`src/cpu_decode_regs.vh`:
```
// Purpose: constants for the branch, bit-test and stop decode block
// Assumes: apb byte addresses, one aligned 32-bit word per register
// Notes: included by every design file of the block
`ifndef CPU_DECODE_REGS_VH
`define CPU_DECODE_REGS_VH

// register byte offsets
`define OFS_CTRL 8'h00
`define OFS_OPCODE 8'h04
`define OFS_OPERAND 8'h08
`define OFS_PC 8'h0c
`define OFS_FLAGS 8'h10
`define OFS_ACC 8'h14
`define OFS_MEM 8'h18
`define OFS_STATUS 8'h1c

// control register fields
`define CTRL_GO 0
`define CTRL_KEEP_MIN 1
`define CTRL_STOP 2
`define CTRL_WAIT 3

// status register fields
`define ST_BUSY 0
`define ST_TAKEN 1
`define ST_ILLEGAL 2
`define ST_DBG_EN 3
`define ST_MODE_LO 4
`define ST_MODE_HI 5
`define ST_SECURE 6
`define ST_OSC 7
`define ST_MINCLK 8

// condition_flags bit positions
`define FLG_C 0
`define FLG_Z 1
`define FLG_N 2
`define FLG_H 4
`define FLG_V 7

// operating modes
`define MODE_RUN 2'h0
`define MODE_WAIT 2'h1
`define MODE_STOP 2'h2
`define MODE_BDM 2'h3

// page-zero and page-9e opcodes, and the page prefixes
`define OPC_CLEAR_MEMORY_BIT_OP_LO 8'h11
`define OPC_CLEAR_MEMORY_BIT_OP_HI 8'h1f
`define OPC_BHI 8'h22
`define OPC_BCC 8'h24
`define OPC_BCS 8'h25
`define OPC_BEQ 8'h27
`define OPC_BRANCH_HALFCARRY_CLEAR_OP 8'h28
`define OPC_BRANCH_HALFCARRY_SET_OP 8'h29
`define OPC_BIL 8'h2e
`define OPC_BIH 8'h2f
`define OPC_ENTER_DEBUG_HALT_OP 8'h82
`define OPC_BGE 8'h90
`define OPC_BGT 8'h92
`define OPC_BIT_IMM 8'ha5
`define OPC_BIT_DIR 8'hb5
`define OPC_BIT_EXT 8'hc5
`define OPC_BIT_IX2 8'hd5
`define OPC_BIT_IX1 8'he5
`define OPC_BIT_IX 8'hf5
`define OPC_PAGE0 8'h00
`define OPC_PAGE_SP 8'h9e
`define OPC_BIT_SP2 8'hd5
`define OPC_BIT_SP1 8'he5

// bus cycle counts
`define CYC_1 3'h1
`define CYC_2 3'h2
`define CYC_3 3'h3
`define CYC_4 3'h4
`define CYC_5 3'h5

// instruction lengths in bytes
`define LEN_1 16'h0001
`define LEN_2 16'h0002
`define LEN_3 16'h0003
`define LEN_4 16'h0004

// execution states
`define EX_IDLE 2'h0
`define EX_RUN 2'h1
`define EX_HOLD 2'h2

`endif

```
`src/branch_condition_unit.v`:
```
// Purpose: evaluates the condition of a relative branch opcode
// Assumes: page-zero opcode, flags and irq level valid in the same cycle
// Notes: purely combinational
`timescale 1ns/1ps
`include "cpu_decode_regs.vh"

module branch_condition_unit (
  input wire [7:0] op,
  input wire [7:0] flags,
  input wire irq_level,
  output reg is_branch,
  output reg taken
);

  wire c = flags[`FLG_C];
  wire z = flags[`FLG_Z];
  wire n = flags[`FLG_N];
  wire h = flags[`FLG_H];
  wire v = flags[`FLG_V];

  // condition decode per opcode
  always @*
  begin
    is_branch = 1'b1;
    taken = 1'b0;
    case (op)
      `OPC_BCS: taken = c;
      `OPC_BEQ: taken = z;
      `OPC_BGE: taken = ~(n ^ v);
      `OPC_BGT: taken = ~(z | (n ^ v));
      `OPC_BRANCH_HALFCARRY_CLEAR_OP: taken = ~h;
      `OPC_BRANCH_HALFCARRY_SET_OP: taken = h;
      `OPC_BHI: taken = ~(c | z);
      `OPC_BCC: taken = ~c;
      `OPC_BIH: taken = irq_level;
      `OPC_BIL: taken = ~irq_level;
      default: is_branch = 1'b0;
    endcase
  end

endmodule

```
`src/cpu_branch_bittest_stop_decode.v`:
```
// Purpose: executes bit-clear, relative branch, bit-test and debug-halt ops; controls stop clocks
// Assumes: apb slave, zero wait state, inputs synchronous to ref_clk
// Notes: software loads opcode, operand, pc, flags, acc and memory byte, then writes go
//
// Overview of operation
// - bit-clear clears bit n of the direct-page byte, leaves flags alone and takes five cycles.
// - branch on carry set and on zero set take a signed offset, three cycles, flags untouched.
// - signed ge branches when n xor v is zero, signed gt when z or (n xor v) is zero.
// - half-carry clear and half-carry set branches each take three cycles.
// - unsigned higher branches when c or z is zero, higher-or-same when c is zero.
// - the pin branches test the sampled irq level, high or low, in three cycles.
// - bit-test ands acc with memory, sets n and z, clears v and changes neither operand.
// - the cpu has run, wait, stop and background operating modes; security is a separate input.
// - by default stop halts every clock, oscillator included, until an external wake.
// - a config bit keeps a minimal clock set alive in stop so a periodic wake works.
// - with debug enabled, by host command or reset into background, the oscillator runs in stop.
// - a host halt while stopped with debug enabled restarts clocks and enters background.
//
// Chosen here: the register offsets and the APB slave port.
`timescale 1ns/1ps
`include "cpu_decode_regs.vh"

module cpu_branch_bittest_stop_decode (
  input wire ref_clk,
  input wire rst_n,
  input wire psel,
  input wire penable,
  input wire pwrite,
  input wire [7:0] paddr,
  input wire [31:0] pwdata,
  output reg [31:0] prdata,
  output reg pready,
  output reg pslverr,
  input wire irq_pin,
  input wire wake_event,
  input wire periodic_wake,
  input wire host_halt_cmd,
  input wire host_go_cmd,
  input wire single_step_command,
  input wire tagged_resume_command,
  input wire host_debug_enable_cmd,
  input wire reset_into_background,
  input wire security_active,
  output reg cpu_clk_run,
  output reg osc_run,
  output reg min_clk_run,
  output reg [1:0] cpu_mode,
  output reg exec_done
);

  ////////////////////////////////////////////////////////////////////////////
  // state

  reg [15:0] opcode;
  reg [7:0] operand;
  reg [15:0] pc;
  reg [7:0] condition_flags;
  reg [7:0] acc;
  reg [7:0] mem;
  reg [1:0] ex_state;
  reg [2:0] cnt;
  reg taken;
  reg illegal;
  reg keep_min_clocks;
  reg debug_enable_flag;
  reg started;
  reg [31:0] next_prdata;
  reg next_refuse;

  wire busy = (ex_state != `EX_IDLE);
  wire wr_ok = psel & penable & pready & pwrite & ~pslverr;
  wire resume_cmd = host_go_cmd | single_step_command | tagged_resume_command;
  wire page0 = (opcode[15:8] == `OPC_PAGE0);
  wire [7:0] op_lo = opcode[7:0];
  wire br_is;
  wire br_taken;
  wire is_clear_memory_bit_op = page0 & op_lo[0] & (op_lo >= `OPC_CLEAR_MEMORY_BIT_OP_LO) & (op_lo <= `OPC_CLEAR_MEMORY_BIT_OP_HI);
  wire is_enter_debug_halt_op = page0 & (op_lo == `OPC_ENTER_DEBUG_HALT_OP);
  wire is_branch = page0 & br_is;
  wire last_cycle = (ex_state == `EX_RUN) && (cnt == 3'h0);
  wire enter_debug_halt_op_enter = last_cycle & is_enter_debug_halt_op & debug_enable_flag;
  wire [2:0] bit_sel = op_lo[3:1];
  wire [7:0] bit_res = acc & mem;

  ////////////////////////////////////////////////////////////////////////////
  // decode helpers

  // bit-test addressing mode check
  function is_bit_op;
    input [15:0] op;
    begin
      is_bit_op = 1'b0;
      if (op[15:8] == `OPC_PAGE0)
      begin
        case (op[7:0])
          `OPC_BIT_IMM, `OPC_BIT_DIR, `OPC_BIT_EXT,
          `OPC_BIT_IX2, `OPC_BIT_IX1, `OPC_BIT_IX: is_bit_op = 1'b1;
          default: is_bit_op = 1'b0;
        endcase
      end
      else if (op[15:8] == `OPC_PAGE_SP)
      begin
        is_bit_op = (op[7:0] == `OPC_BIT_SP2) || (op[7:0] == `OPC_BIT_SP1);
      end
    end
  endfunction

  // bus cycles of a bit-test opcode
  function [2:0] bit_cycles;
    input [15:0] op;
    begin
      bit_cycles = `CYC_3;
      if (op[15:8] == `OPC_PAGE_SP)
        bit_cycles = (op[7:0] == `OPC_BIT_SP2) ? `CYC_5 : `CYC_4;
      else if (op[7:0] == `OPC_BIT_IMM)
        bit_cycles = `CYC_2;
      else if ((op[7:0] == `OPC_BIT_EXT) || (op[7:0] == `OPC_BIT_IX2))
        bit_cycles = `CYC_4;
    end
  endfunction

  // byte length of a bit-test opcode
  function [15:0] bit_length;
    input [15:0] op;
    begin
      bit_length = `LEN_2;
      if (op[15:8] == `OPC_PAGE_SP)
        bit_length = (op[7:0] == `OPC_BIT_SP2) ? `LEN_4 : `LEN_3;
      else if ((op[7:0] == `OPC_BIT_EXT) || (op[7:0] == `OPC_BIT_IX2))
        bit_length = `LEN_3;
      else if (op[7:0] == `OPC_BIT_IX)
        bit_length = `LEN_1;
    end
  endfunction

  // write-one strobe on a control bit
  function ctrl_strobe;
    input ok;
    input [7:0] addr;
    input bitval;
    begin
      ctrl_strobe = ok & (addr == `OFS_CTRL) & bitval;
    end
  endfunction

  branch_condition_unit u_cond (
    .op(op_lo),
    .flags(condition_flags),
    .irq_level(irq_pin),
    .is_branch(br_is),
    .taken(br_taken)
  );

  wire bit_op = is_bit_op(opcode);
  wire go_wr = ctrl_strobe(wr_ok, paddr, pwdata[`CTRL_GO]);
  wire stop_wr = ctrl_strobe(wr_ok, paddr, pwdata[`CTRL_STOP]);
  wire wait_wr = ctrl_strobe(wr_ok, paddr, pwdata[`CTRL_WAIT]);
  wire [15:0] seq_pc = pc + (is_branch ? `LEN_2 : (is_clear_memory_bit_op ? `LEN_2 :
                       (bit_op ? bit_length(opcode) : `LEN_1)));
  wire [15:0] rel_pc = seq_pc + {{8{operand[7]}}, operand};
  wire [2:0] start_cycles = is_clear_memory_bit_op ? `CYC_5 : (is_branch ? `CYC_3 :
                            (bit_op ? bit_cycles(opcode) : (is_enter_debug_halt_op ? `CYC_5 : `CYC_1)));

  ////////////////////////////////////////////////////////////////////////////
  // apb read mux and refusal check

  // read data and error for the address in setup
  always @*
  begin
    next_prdata = 32'h0000_0000;
    next_refuse = 1'b0;
    case (paddr)
      `OFS_CTRL: next_prdata[`CTRL_KEEP_MIN] = keep_min_clocks;
      `OFS_OPCODE: next_prdata[15:0] = opcode;
      `OFS_OPERAND: next_prdata[7:0] = operand;
      `OFS_PC: next_prdata[15:0] = pc;
      `OFS_FLAGS: next_prdata[7:0] = condition_flags;
      `OFS_ACC: next_prdata[7:0] = acc;
      `OFS_MEM: next_prdata[7:0] = mem;
      `OFS_STATUS:
      begin
        next_prdata[`ST_BUSY] = busy;
        next_prdata[`ST_TAKEN] = taken;
        next_prdata[`ST_ILLEGAL] = illegal;
        next_prdata[`ST_DBG_EN] = debug_enable_flag;
        next_prdata[`ST_MODE_HI:`ST_MODE_LO] = cpu_mode;
        next_prdata[`ST_SECURE] = security_active;
        next_prdata[`ST_OSC] = osc_run;
        next_prdata[`ST_MINCLK] = min_clk_run;
      end
      default: next_refuse = 1'b1;
    endcase
    // execution registers are locked while an instruction runs
    if (pwrite && busy && (paddr != `OFS_STATUS))
      next_refuse = 1'b1;
    // go, stop and wait are accepted only in run mode
    if (pwrite && (paddr == `OFS_CTRL) && (cpu_mode != `MODE_RUN))
      next_refuse = 1'b1;
  end

  // apb handshake, one wait-free access phase
  always @(posedge ref_clk or negedge rst_n)
  begin
    if (!rst_n)
    begin
      prdata <= 32'h0000_0000;
      pready <= 1'b0;
      pslverr <= 1'b0;
    end
    else
    begin
      pready <= psel & ~penable;
      if (psel && !penable)
      begin
        prdata <= pwrite ? 32'h0000_0000 : next_prdata;
        pslverr <= next_refuse;
      end
      else if (!psel)
        pslverr <= 1'b0;
    end
  end

  // stop configuration bit
  always @(posedge ref_clk or negedge rst_n)
  begin
    if (!rst_n)
      keep_min_clocks <= 1'b0;
    else if (wr_ok && paddr == `OFS_CTRL)
      keep_min_clocks <= pwdata[`CTRL_KEEP_MIN];
  end

  ////////////////////////////////////////////////////////////////////////////
  // instruction execution

  // load, count bus cycles, retire
  always @(posedge ref_clk or negedge rst_n)
  begin
    if (!rst_n)
    begin
      opcode <= 16'h0000;
      operand <= 8'h00;
      pc <= 16'h0000;
      condition_flags <= 8'h00;
      acc <= 8'h00;
      mem <= 8'h00;
      ex_state <= `EX_IDLE;
      cnt <= 3'h0;
      taken <= 1'b0;
      illegal <= 1'b0;
      exec_done <= 1'b0;
    end
    else
    begin
      exec_done <= 1'b0;
      case (ex_state)
        `EX_IDLE:
        begin
          if (wr_ok)
          begin
            case (paddr)
              `OFS_OPCODE: opcode <= pwdata[15:0];
              `OFS_OPERAND: operand <= pwdata[7:0];
              `OFS_PC: pc <= pwdata[15:0];
              `OFS_FLAGS: condition_flags <= pwdata[7:0];
              `OFS_ACC: acc <= pwdata[7:0];
              `OFS_MEM: mem <= pwdata[7:0];
              default: ;
            endcase
          end
          if (go_wr)
          begin
            ex_state <= `EX_RUN;
            cnt <= start_cycles - 3'h1;
            taken <= 1'b0;
            illegal <= 1'b0;
          end
        end
        `EX_RUN:
        begin
          if (cnt != 3'h0)
            cnt <= cnt - 3'h1;
          else if (enter_debug_halt_op_enter)
            ex_state <= `EX_HOLD;
          else
          begin
            ex_state <= `EX_IDLE;
            exec_done <= 1'b1;
            pc <= seq_pc;
            if (is_clear_memory_bit_op)
              mem[bit_sel] <= 1'b0;
            else if (is_branch)
            begin
              taken <= br_taken;
              if (br_taken)
                pc <= rel_pc;
            end
            else if (bit_op)
            begin
              condition_flags[`FLG_N] <= bit_res[7];
              condition_flags[`FLG_Z] <= (bit_res == 8'h00);
              condition_flags[`FLG_V] <= 1'b0;
            end
            else if (!is_enter_debug_halt_op)
            begin
              illegal <= 1'b1;
              pc <= pc;
            end
          end
        end
        `EX_HOLD:
        begin
          if (resume_cmd)
          begin
            ex_state <= `EX_IDLE;
            exec_done <= 1'b1;
            pc <= seq_pc;
          end
        end
        default: ex_state <= `EX_IDLE;
      endcase
    end
  end

  ////////////////////////////////////////////////////////////////////////////
  // operating modes and clock control

  // mode sequencing and debug enable
  always @(posedge ref_clk or negedge rst_n)
  begin
    if (!rst_n)
    begin
      cpu_mode <= `MODE_RUN;
      debug_enable_flag <= 1'b0;
      started <= 1'b0;
    end
    else
    begin
      started <= 1'b1;
      if (!started && reset_into_background)
      begin
        debug_enable_flag <= 1'b1;
        cpu_mode <= `MODE_BDM;
      end
      else
      begin
        if (host_debug_enable_cmd && !security_active)
          debug_enable_flag <= 1'b1;
        case (cpu_mode)
          `MODE_RUN:
          begin
            if (enter_debug_halt_op_enter)
              cpu_mode <= `MODE_BDM;
            else if (host_halt_cmd && debug_enable_flag)
              cpu_mode <= `MODE_BDM;
            else if (stop_wr)
              cpu_mode <= `MODE_STOP;
            else if (wait_wr)
              cpu_mode <= `MODE_WAIT;
          end
          `MODE_WAIT:
          begin
            if (host_halt_cmd && debug_enable_flag)
              cpu_mode <= `MODE_BDM;
            else if (wake_event || periodic_wake)
              cpu_mode <= `MODE_RUN;
          end
          `MODE_STOP:
          begin
            if (host_halt_cmd && debug_enable_flag)
              cpu_mode <= `MODE_BDM;
            else if (wake_event)
              cpu_mode <= `MODE_RUN;
            else if (periodic_wake && keep_min_clocks)
              cpu_mode <= `MODE_RUN;
          end
          `MODE_BDM:
          begin
            if (resume_cmd)
              cpu_mode <= `MODE_RUN;
          end
          default: cpu_mode <= `MODE_RUN;
        endcase
      end
    end
  end

  // clock enables follow the mode
  always @(posedge ref_clk or negedge rst_n)
  begin
    if (!rst_n)
    begin
      cpu_clk_run <= 1'b1;
      osc_run <= 1'b1;
      min_clk_run <= 1'b1;
    end
    else
    begin
      cpu_clk_run <= (cpu_mode == `MODE_RUN) || (cpu_mode == `MODE_BDM);
      osc_run <= (cpu_mode != `MODE_STOP) || debug_enable_flag;
      min_clk_run <= (cpu_mode != `MODE_STOP) || keep_min_clocks
                     || debug_enable_flag;
    end
  end

endmodule

```
`config.mk`:
```
export PLATFORM = sky130hd
export DESIGN_NAME = cpu_branch_bittest_stop_decode
export DESIGN_NICKNAME = d
export VERILOG_FILES = /design/src/branch_condition_unit.v /design/src/cpu_branch_bittest_stop_decode.v
export VERILOG_INCLUDE_DIRS = /design/src
export SDC_FILE = /design/constraint.sdc
export NUM_CORES = 1
export LEC_CHECK = 0
export ABC_CLOCK_PERIOD_IN_PS = 5100
export BUFFER_PORTS_ARGS = -buffer_cell sky130_fd_sc_hd__buf_2
export CELL_PAD_IN_SITES_DETAIL_PLACEMENT = 0
export CELL_PAD_IN_SITES_GLOBAL_PLACEMENT = 1
export CORE_MARGIN = 5
export CORE_UTILIZATION = 34
export CTS_BUF_LIST = sky130_fd_sc_hd__clkbuf_8
export DETAILED_ROUTE_END_ITERATION = 10
export GPL_ROUTABILITY_DRIVEN = 0
export GPL_TIMING_DRIVEN = 0
export PLACE_DENSITY = 0.73
export SLEW_MARGIN = 0
export SYNTH_ARGS = -nofsm -noshare
export SYNTH_HDL_FRONTEND = slang
export SYNTH_SLANG_ARGS = --single-unit
```
`constraint.sdc`:
```
create_clock -name ref_clk -period 5.1 [get_ports ref_clk]
set_input_delay 0.255 -clock ref_clk [delete_from_list [all_inputs] [get_ports ref_clk]]
set_output_delay 0.255 -clock ref_clk [all_outputs]
set_load 0.03 [all_outputs]
```
==> impl_metrics.csv, run 1 <==
group,metric,value,unit
status,status,"finished clean",
synthesis,synth_area,6830,µm²
sta,fin_crit,4.95,ns
flow_run,cap_violations,0,
route,drc,0,
sta,setup-tns-final,0,ns
synthesis,synth-xor-area-share,3.97,%
setup_path,max_stage_delay,0.58,ns
final_layout,diodes,0,
setup_path,startpoint,"opcode[15]",
synthesis,syn_inst,734,
setup_path,critPathCaptureType,"register",
setup_path,crit_path_max_fanout,8,
cts,cts_buffers,9,
sta,worst-slew-pin-transition,1.34,ns
setup_path,worst-path-stages,21,
setup_path,slowest_stage,"or4_4",
route,antenna_left,0,
power_and_ir_drop,p_switching,0.000531,W
synthesis,synth-compound-area-share,23.2,%
route,vias_per_cell,5.71,
power_and_ir_drop,switching_share,32.6,%
die,initial_core_util,34.8,%
die,die_w,152,µm
cts,numClockSinks,98,
final_layout,final_layout_size_suffix_gt1_share,27.5,%
die,ios,95,
synthesis,synth-edff-count,0,
route,vias,6373,
final_layout,area_growth,20.0,%
setup_path,worstSetupStartpointType,"register",
global_routing,grt_antenna_before_repair,0,
place,port_buffers,59,
die,die_h,152,µm
setup_path,worstReg2RegStart,"opcode[15]",
synthesis,avgSynthCellArea,9.31,µm²
setup_path,crit_type,"register to register",
final_layout,fin_area,8200,µm²
setup_path,required,5.38,ns
place,pre_cts_slack,-0.778,ns
route,wl,22.8,mm
final_layout,ff_latch_area,2460,µm²
global_routing,grt_pass1_wl,35.1,mm
final_layout,n_fill_cell,2044,
route,wl_per_cell,20.5,µm
power_and_ir_drop,p_leak,3.60,nW
synthesis,ys_async_sr_fraction,100,%
sta,drv_slew,0,
sta,min_period_over_period,97.0,%
power_and_ir_drop,intPower,0.00110,W
synthesis,ys_ff_latch,98,
setup_path,reg2reg_depth,21,
sta,setup-violations-final,0,
final_layout,mostFrequentLayoutCells,"dfrtp_1, nand2_1, buf_2",
setup_path,cp_common_cell,"nand2_1",
global_routing,overflow,0,
synthesis,yosys.area_share.simple,16.7,%
sta,max_freq,202,MHz
power_and_ir_drop,power_density,199,nW/µm²
global_routing,grt_max_degree,69,
power_and_ir_drop,seq_power_share,51.7,%
place,dp.final_hpwl,17.0,mm
sta,maxSlewHeadroom,9.21,%
synthesis,ys_warn_count,0,
synthesis,yosysSeqAreaShare,36.0,%
cts,path_clk_slew,0.11,ns
power_and_ir_drop,vdd_drop_max,132,µV
place,placed_cell_area,7570,µm²
global_routing,grtUsageTotal,20.0,%
power_and_ir_drop,p_comb_share,17.2,%
final_layout,multi_input_comb_area,4280,µm²
synthesis,muxShareOfSynthArea,8.48,%
final_layout,nets,931,
final_layout,final_common_cell,"dfrtp_1",
cts,cts_tree,"yes",
setup_path,cp.arrival,5.23,ns
final_layout,final_core_util,41.7,%
cts,cts_root_buf,"clkbuf_8",
global_routing,grt_pass1_vias,6050,
worst_hold_path,hold_class,"primary input to register",
setup_path,path_delay_family,"simple AND/OR/NAND/NOR gates",
die,rows,51,
route,drtPass1Iterations,5,
route,drtIter0Drc,540,
sta,fin_skew,0.0107,ns
synthesis,synthAdderAreaFrac,5.71,%
sta,fin_ws,0.154,ns
cts,clock_latency,0.39,ns
setup_path,cp-endpoint,"pc[14]",
die,core,19700,µm²
setup_path,rr_endpoint,"pc[14]",
synthesis,synth_top_family_by_area,"compound AO/OA/AOI/OAI gates",
power_and_ir_drop,p_total,0.00163,W
synthesis,synth_top_flop_cell,"dfrtp_1",
cts,ctsLongestPathBuffers,2,
die,die_area,23000,µm²
setup_path,reg2reg_slack,0.15,ns
synthesis,yosysUniqueCellTypes,81,
setup_path,path_buf_inv,2,
power_and_ir_drop,power_frac_clock,31.1,%
cts,h-tree-depth,3,
sta,hold_viol_final,0,
setup_path,crit_chain,"or4_4 > or3_4 > buf_6 > o21ai_0 > nand2_1 > a21o_1 > o21ai_2 > inv_1 > fa_2 > nor2b_4 > o21a_1 > nand2_1 > xnor2_2 > ha_1 > nor2_1 > nand2_1 > or3_4 > a311oi_4 > o21ai_2 > mux2i_1 > a21oi_1",
==> state kept, by name (all words and copies together), names as in the netlist, 2 cells and up <==
| name | count |
|---|---|
| prdata | 16 |
| ex_state | 2 |
| cnt | 3 |
| pc | 16 |
| opcode | 16 |
| operand | 8 |
| condition_flags | 8 |
| cpu_mode | 2 |
| acc | 8 |
| mem | 8 |
==> cell families (layout without fill, tap and decap cells) <==
family / after synthesis / in the layout
simple gates: 225 / 225
compound gates: 210 / 210
flops: 98 / 98
buf+inv: 87 / 189
mux: 51 / 51
xor+xnor: 31 / 31
fa+ha+maj: 30 / 30
other cells: 2 / 17
==> cell type report <==
cell class	instances	share of cell area, %
plain buffers	53	3.42
clock buffers	9	1.51
clock inverters	7	0.748
inverters	34	1.56
multi-input cells	564	52.3
flip-flops and latches	98	30.0
well taps	265	4.05
repair buffers	86	6.47
==> timing repair <==
item	4_1_cts	5_1_grt
setup buffers	9	15
hold buffers	1	0
hold endpoints to repair	30	0
endpoints found under the setup margin	11	10
resized for setup	23	30
pin swaps	6	22
==> how the worst min path moves through the flow <==
stage / startpoint / endpoint / slack [ns] / cells past startpoint
6_report: host_debug_enable_cmd / debug_enable_flag / 0.08 / 2
5_1_grt: host_debug_enable_cmd / debug_enable_flag / 0.06 / 2
4_1_cts: host_debug_enable_cmd / debug_enable_flag / 0.06 / 2
3_5_place_dp: rst_n / exec_done / 0.24 / 1
3_3_place_gp: prdata[9] / prdata[9] / 0.48 / 2
2_1_floorplan: rst_n / acc[0] / -0.04 / 0
==> cell usage after synthesis, types with 11 or more instances <==
master / n / area, µm²
a22o_1: 18 / 158
inv_1: 34 / 128
nand3_1: 14 / 70.1
a21oi_1: 28 / 140
clkbuf_1: 32 / 120
o21ai_0: 40 / 200
nand2b_1: 11 / 68.8
buf_4: 17 / 128
ha_1: 28 / 350
a22oi_1: 27 / 203
nor2_1: 46 / 173
nand2_1: 66 / 248
nor3_1: 24 / 120
mux2_2: 45 / 507
dfrtp_1: 95 / 2380
xnor2_1: 24 / 210
==> power by group through the flow <==
stage / Combinational (W) / Sequential (W) / Clock [W]
final: 0.000280 / 0.000841 / 0.000506
after floorplan: 0.000148 / 0.000867 / 0
after CTS: 0.000273 / 0.000840 / 0.000519
after global routing: 0.000313 / 0.000844 / 0.000548
after global placement: 0.000260 / 0.000856 / 0
after detailed placement: 0.000266 / 0.000854 / 0
==> layer usage <==
metal	GRT usage [%]	vias up	wire, µm
li1	-	2928	-
met1	29.4	3194	10600
met2	30.8	229	10300
met3	3.87	22	1600
met4	3.91	0	311
met5	0	-	0
==> metrics by stage <==
step / hold WS [ns] / instances
4_1_cts: 0.0589 / 1101
5_1_grt: 0.0597 / 1116
3_5_place_dp: 0.241 / 1075
2_1_floorplan: -0.0406 / 749
6_report: 0.0776 / 1116
3_3_place_gp: 0.476 / 1073
(Power assumes the default switching activity.)
==> run 2: changes to the inputs <==
ABC_AREA = 1   (was default)
PLACE_DENSITY = 0.76   (was 0.73)
==> impl_metrics.csv, run 2 <==
group,metric,value,unit
cts,numClockSinks,98,
sta,min_period_over_period,92.2,%
flow_run,cap_violations,0,
route,wl_per_cell,16.9,µm
synthesis,yosysTopAreaCellShare,31.9,%
global_routing,grtUsageTotal,20.3,%
cts,path_clk_slew,0.11,ns
final_layout,final_common_cell,"nand2_1",
global_routing,grt_pass1_wl,39.0,mm
global_routing,grt_pass1_vias,6983,
place,port_buffers,62,
cts,cts_tree,"yes",
global_routing,overflow,0,
synthesis,ys_ff_latch,98,
power_and_ir_drop,switching_share,43.8,%
synthesis,yosys-top-cells-count,"nand2_1, inv_1, nor2_1",
cts,post_cts_buffers,0,
setup_path,crit_path_max_fanout,8,
synthesis,syn_inst,1108,
route,drtIter0Drc,568,
setup_path,worstSetupStartpointType,"register",
cts,clock_latency,0.39,ns
global_routing,grt_max_degree,66,
power_and_ir_drop,p_comb_share,43.8,%
power_and_ir_drop,seq_power_share,34.6,%
power_and_ir_drop,vdd_drop_max,273,µV
place,pre_cts_slack,-0.0549,ns
final_layout,final_layout_size_suffix_gt1_share,14.4,%
sta,worst-slew-pin-transition,0.797,ns
setup_path,critPathCaptureType,"register",
final_layout,nets,1283,
sta,fin_ws,0.396,ns
synthesis,synth.most_common_cell,"nand2_1",
setup_path,crit_type,"register to register",
route,wl,25.0,mm
synthesis,yosys.area.top_type,"dfrtp_1",
synthesis,synth_area_leaders,"dfrtp_1, nand2_1, inv_1",
cts,cts_root_buf,"clkbuf_8",
die,initial_core_util,34.4,%
die,ios,95,
die,core,21700,µm²
sta,setup-tns-final,0,ns
power_and_ir_drop,p_total,0.00299,W
synthesis,synth-edff-count,0,
cts,cts_buffers,9,
route,vias_per_cell,5.02,
synthesis,ys_warn_count,0,
power_and_ir_drop,intPower,0.00168,W
setup_path,cp_common_cell,"nand2_1",
synthesis,yosysSeqAreaShare,33.0,%
synthesis,synth_area,7450,µm²
power_and_ir_drop,p_switching,0.00131,W
final_layout,final_core_util,39.4,%
final_layout,mostFrequentLayoutCells,"nand2_1, inv_1, nor2_1",
die,die_h,158,µm
die,rows,54,
die,die_area,25000,µm²
synthesis,yosysUniqueCellTypes,59,
sta,hold_viol_final,0,
global_routing,grt_antenna_before_repair,0,
setup_path,max_stage_delay,0.39,ns
synthesis,synth_top_flop_cell,"dfrtp_1",
sta,drv_slew,0,
route,vias,7449,
route,antenna_left,0,
place,dp.final_hpwl,20.2,mm
route,drtPass1Iterations,5,
synthesis,ys_async_sr_fraction,100,%
final_layout,diodes,0,
status,status,"finished clean",
cts,h-tree-depth,3,
worst_hold_path,hold_class,"primary input to register",
setup_path,required,5.44,ns
synthesis,avgSynthCellArea,6.73,µm²
sta,maxSlewHeadroom,46.9,%
power_and_ir_drop,power_density,350,nW/µm²
sta,rsz0062_at_grt,"no",
route,drc,0,
sta,fin_skew,0.0135,ns
die,die_w,158,µm
final_layout,area_growth,14.5,%
sta,fin_crit,4.70,ns
cts,ctsLongestPathBuffers,2,
power_and_ir_drop,power_frac_clock,21.6,%
setup_path,cp.arrival,5.04,ns
sta,setup-violations-final,0,
setup_path,slowest_stage,"dfrtp_1",
final_layout,reg_top3,"opcode (16), pc (16), prdata (16)",
sta,max_freq,213,MHz
power_and_ir_drop,p_leak,4.51,nW
[run 2: cell types whose count changed after synthesis, moves of 19 or more]
cell / change
a22oi_1: -25
inv_1: +98
o21ai_0: +59
nand2_1: +291
mux2_2: -42
nand3_1: +38
nor2_1: +55
clkbuf_1: -19
[run 2: per-layer routing]
layer	global-route usage [%]	part of all wire (%)
met5	0	0
met4	4.55	2.1
met3	4.32	7.5
met2	30.9	43
met1	29.5	48
[run 2: area by class of cell]
cell class	instances	area (µm²)
Buffer	45	295
Clock buffer	9	124
Clock inverter	7	124
Fill cell	2318	13200
Inverter	143	538
Multi-Input combinational cell	837	4300
Sequential cell	98	2460
Tap cell	280	350
Timing Repair Buffer	64	350
[run 2: worst paths after layout]
path | startpoint | end | slack [ns] | depth (start not counted)
min reg2reg | condition_flags[6] | condition_flags[6] | 0.51 | 2
max in group asynchronous | rst_n | osc_run | 3.98 | 3
max reg2reg | opcode[1] | pc[12] | 0.40 | 30
min in group asynchronous | rst_n | condition_flags[0] | 0.36 | 2
max | opcode[1] | pc[12] | 0.40 | 30
min | host_debug_enable_cmd | debug_enable_flag | 0.09 | 3
[run 2: critical path, delay by kind of cell, from the launching register on]
family	cells	cell delay, ns
adder cells (fa/ha/maj)	2	0.66
AND/OR/NAND/NOR	19	2.27
buffers and inverters	5	0.59
XOR/XNOR	1	0.22
AO/OA/AOI/OAI	3	0.52
flip-flops	1	0.39
[run 2: cells by family after synthesis]
| logic type | share of synthesized area (%) |
|---|---|
| simple gates | 32.9 |
| compound gates | 15.1 |
| buf+inv | 11.2 |
| flops | 33.0 |
| fa+ha+maj | 5.24 |
| xor+xnor | 2.00 |
| mux | 0.453 |
| other cells | 0.101 |
[run 2: timing repair]
item                                    in CTS  in global routing
endpoints found under the setup margin       4                  7
hold buffers                                 1                  0
resized for setup                            1                 13
hold endpoints to repair                    32                  0
[run 2: through the flow]
stage	hold slack, ns	area [µm²]	instances
floorplan	-0.0406	7510	1123
global placement	0.468	8170	1465
detailed placement	0.268	8200	1466
CTS	0.0723	8460	1483
global route	0.117	8530	1483
finish	0.0881	8530	1483
[run 2: power groups by stage]
stage | logic [W] | registers (W) | clock network, W
after floorplan | 0.000926 | 0.00103 | 0
after global placement | 0.00129 | 0.00104 | 0
after detailed placement | 0.00130 | 0.00104 | 0
after CTS | 0.00130 | 0.00103 | 0.000657
after global routing | 0.00149 | 0.00105 | 0.000688
final | 0.00131 | 0.00104 | 0.000645
==> run 3: changes to the inputs <==
BUFFER_PORTS_ARGS = -buffer_cell sky130_fd_sc_hd__clkbuf_2   (was -buffer_cell sky130_fd_sc_hd__buf_2)
SKIP_CTS_REPAIR_TIMING = 1   (was default)
==> impl_metrics.csv, run 3 (same netlist as run 2, synthesis figures left out) <==
group,metric,value,unit
power_and_ir_drop,p_comb_share,45.7,%
place,port_buffers,62,
global_routing,grt_pass1_vias,6944,
sta,min_period_over_period,92.3,%
route,drtPass1Iterations,6,
route,wl_per_cell,16.7,µm
cts,ctsLongestPathBuffers,2,
global_routing,grt_pass1_wl,38.5,mm
cts,numClockSinks,98,
setup_path,reg2reg_slack,0.39,ns
final_layout,final_cells,1483,
global_routing,grt_antenna_before_repair,1,
final_layout,diodes,0,
setup_path,worstSetupStartpointType,"register",
die,rows,54,
die,die_h,158,µm
place,place_inst,1465,
global_routing,overflow,0,
setup_path,critPathCaptureType,"register",
sta,worst-slew-pin-transition,0.828,ns
setup_path,slowest_stage,"dfrtp_1",
power_and_ir_drop,power_density,336,nW/µm²
sta,max_freq,212,MHz
setup_path,cp_common_cell,"nand2_1",
setup_path,max_stage_delay,0.39,ns
route,wl,24.8,mm
die,ios,95,
route,vias_per_cell,4.99,
cts,cts_root_buf,"clkbuf_8",
setup_path,required,5.40,ns
final_layout,final_common_cell,"nand2_1",
sta,hold_viol_final,65,
setup_path,crit_type,"register to register",
sta,timing.hold.ws,-0.0726,ns
power_and_ir_drop,intPower,0.00156,W
final_layout,fin_area,8450,µm²
sta,maxSlewHeadroom,44.8,%
sta,rsz0062_at_grt,"no",
global_routing,grtUsageTotal,20.2,%
setup_path,cp.arrival,5.01,ns
route,vias,7394,
place,dp.final_hpwl,20.0,mm
cts,path_clk_slew,0.10,ns
place,pre_cts_slack,-0.0996,ns
final_layout,mostFrequentLayoutCells,"nand2_1, inv_1, nor2_1",
power_and_ir_drop,p_leak,4.47,nW
final_layout,nets,1283,
route,drtIter0Drc,559,
status,violations,"hold timing",
power_and_ir_drop,p_switching,0.00128,W
sta,fin_crit,4.71,ns
final_layout,area_growth,13.4,%
power_and_ir_drop,power_frac_clock,18.0,%
worst_hold_path,hold_class,"primary input to asynchronous set/reset pin",
power_and_ir_drop,switching_share,45.0,%
die,die_w,158,µm
cts,cts_buffers,9,
route,drc,0,
sta,setup-violations-final,0,
die,core,21700,µm²
cts,cts_tree,"yes",
power_and_ir_drop,vdd_drop_max,194,µV
cts,clock_latency,0.39,ns
status,status,"complete, but fails checks",
flow_run,cap_violations,0,
global_routing,grt_max_degree,99,
die,die_area,25000,µm²
power_and_ir_drop,p_total,0.00284,W
sta,fin_ws,0.392,ns
power_and_ir_drop,seq_power_share,36.3,%
final_layout,final_layout_size_suffix_gt1_share,14.1,%
final_layout,reg_top3,"opcode (16), pc (16), prdata (16)",
setup_path,crit_path_max_fanout,8,
sta,drv_slew,0,
die,initial_core_util,34.4,%
place,placed_cell_area,8180,µm²
sta,fin_skew,0.0117,ns
cts,h-tree-depth,3,
route,antenna_left,0,
[run 3: cell types whose count changed in the layout (fill, tap and decap cells not counted), moves of 2 or more]
| cell | delta |
|---|---|
| inv_1 | +3 |
| bufinv_16 | -2 |
| buf_2 | -61 |
| clkbuf_2 | +61 |
| inv_6 | -2 |
| clkinvlp_4 | +3 |
[run 3: path summary, 6_finish.rpt]
path	cells past startpoint	end	start
max	28	pc[10]	opcode[1]
min in group ref_clk	3	debug_enable_flag	host_debug_enable_cmd
max reg2reg	28	pc[10]	opcode[1]
max in group asynchronous	1	opcode[3]	rst_n
min reg2reg	2	condition_flags[5]	condition_flags[5]
min	1	condition_flags[0]	rst_n
[run 3: critical path, delay by kind of cell (launching register included)]
family	cells	cell delay, ns
simple gates	14	1.69
compound gates	4	0.87
buf+inv	6	0.65
fa+ha+maj	2	0.63
flops	1	0.39
xor+xnor	2	0.36
[run 3: final cells by class]
type,instances,area (µm²)
multi-input cells,837,4290
inverters,143,538
well taps,280,350
clock inverters,7,63.8
plain buffers,45,295
flip-flops and latches,98,2460
fillers,2382,13200
repair buffers,64,334
clock buffers,9,124
[run 3: metal layers]
layer  GRT usage (%)  part of all wire (%)
met5               0                 0.044
met2            31.0                    44
met1            29.2                    47
met4            3.94                   1.4
met3            4.54                   7.4
[run 3: stage by stage]
step / setup TNS, ns / util, %
detailed placement: -0.335 / 37.7
finish: 0 / 39.0
CTS: -0.550 / 38.6
global placement: -0.223 / 37.7
floorplan: 0 / -
global route: 0 / 39.0
[run 3: power groups by stage]
stage	Sequential, W	Combinational [W]	Clock, W
after floorplan	0.00103	0.000926	0
after global placement	0.00104	0.00128	0
after detailed placement	0.00104	0.00130	0
after CTS	0.00103	0.00130	0.000526
after global routing	0.00105	0.00149	0.000549
final	0.00103	0.00130	0.000511
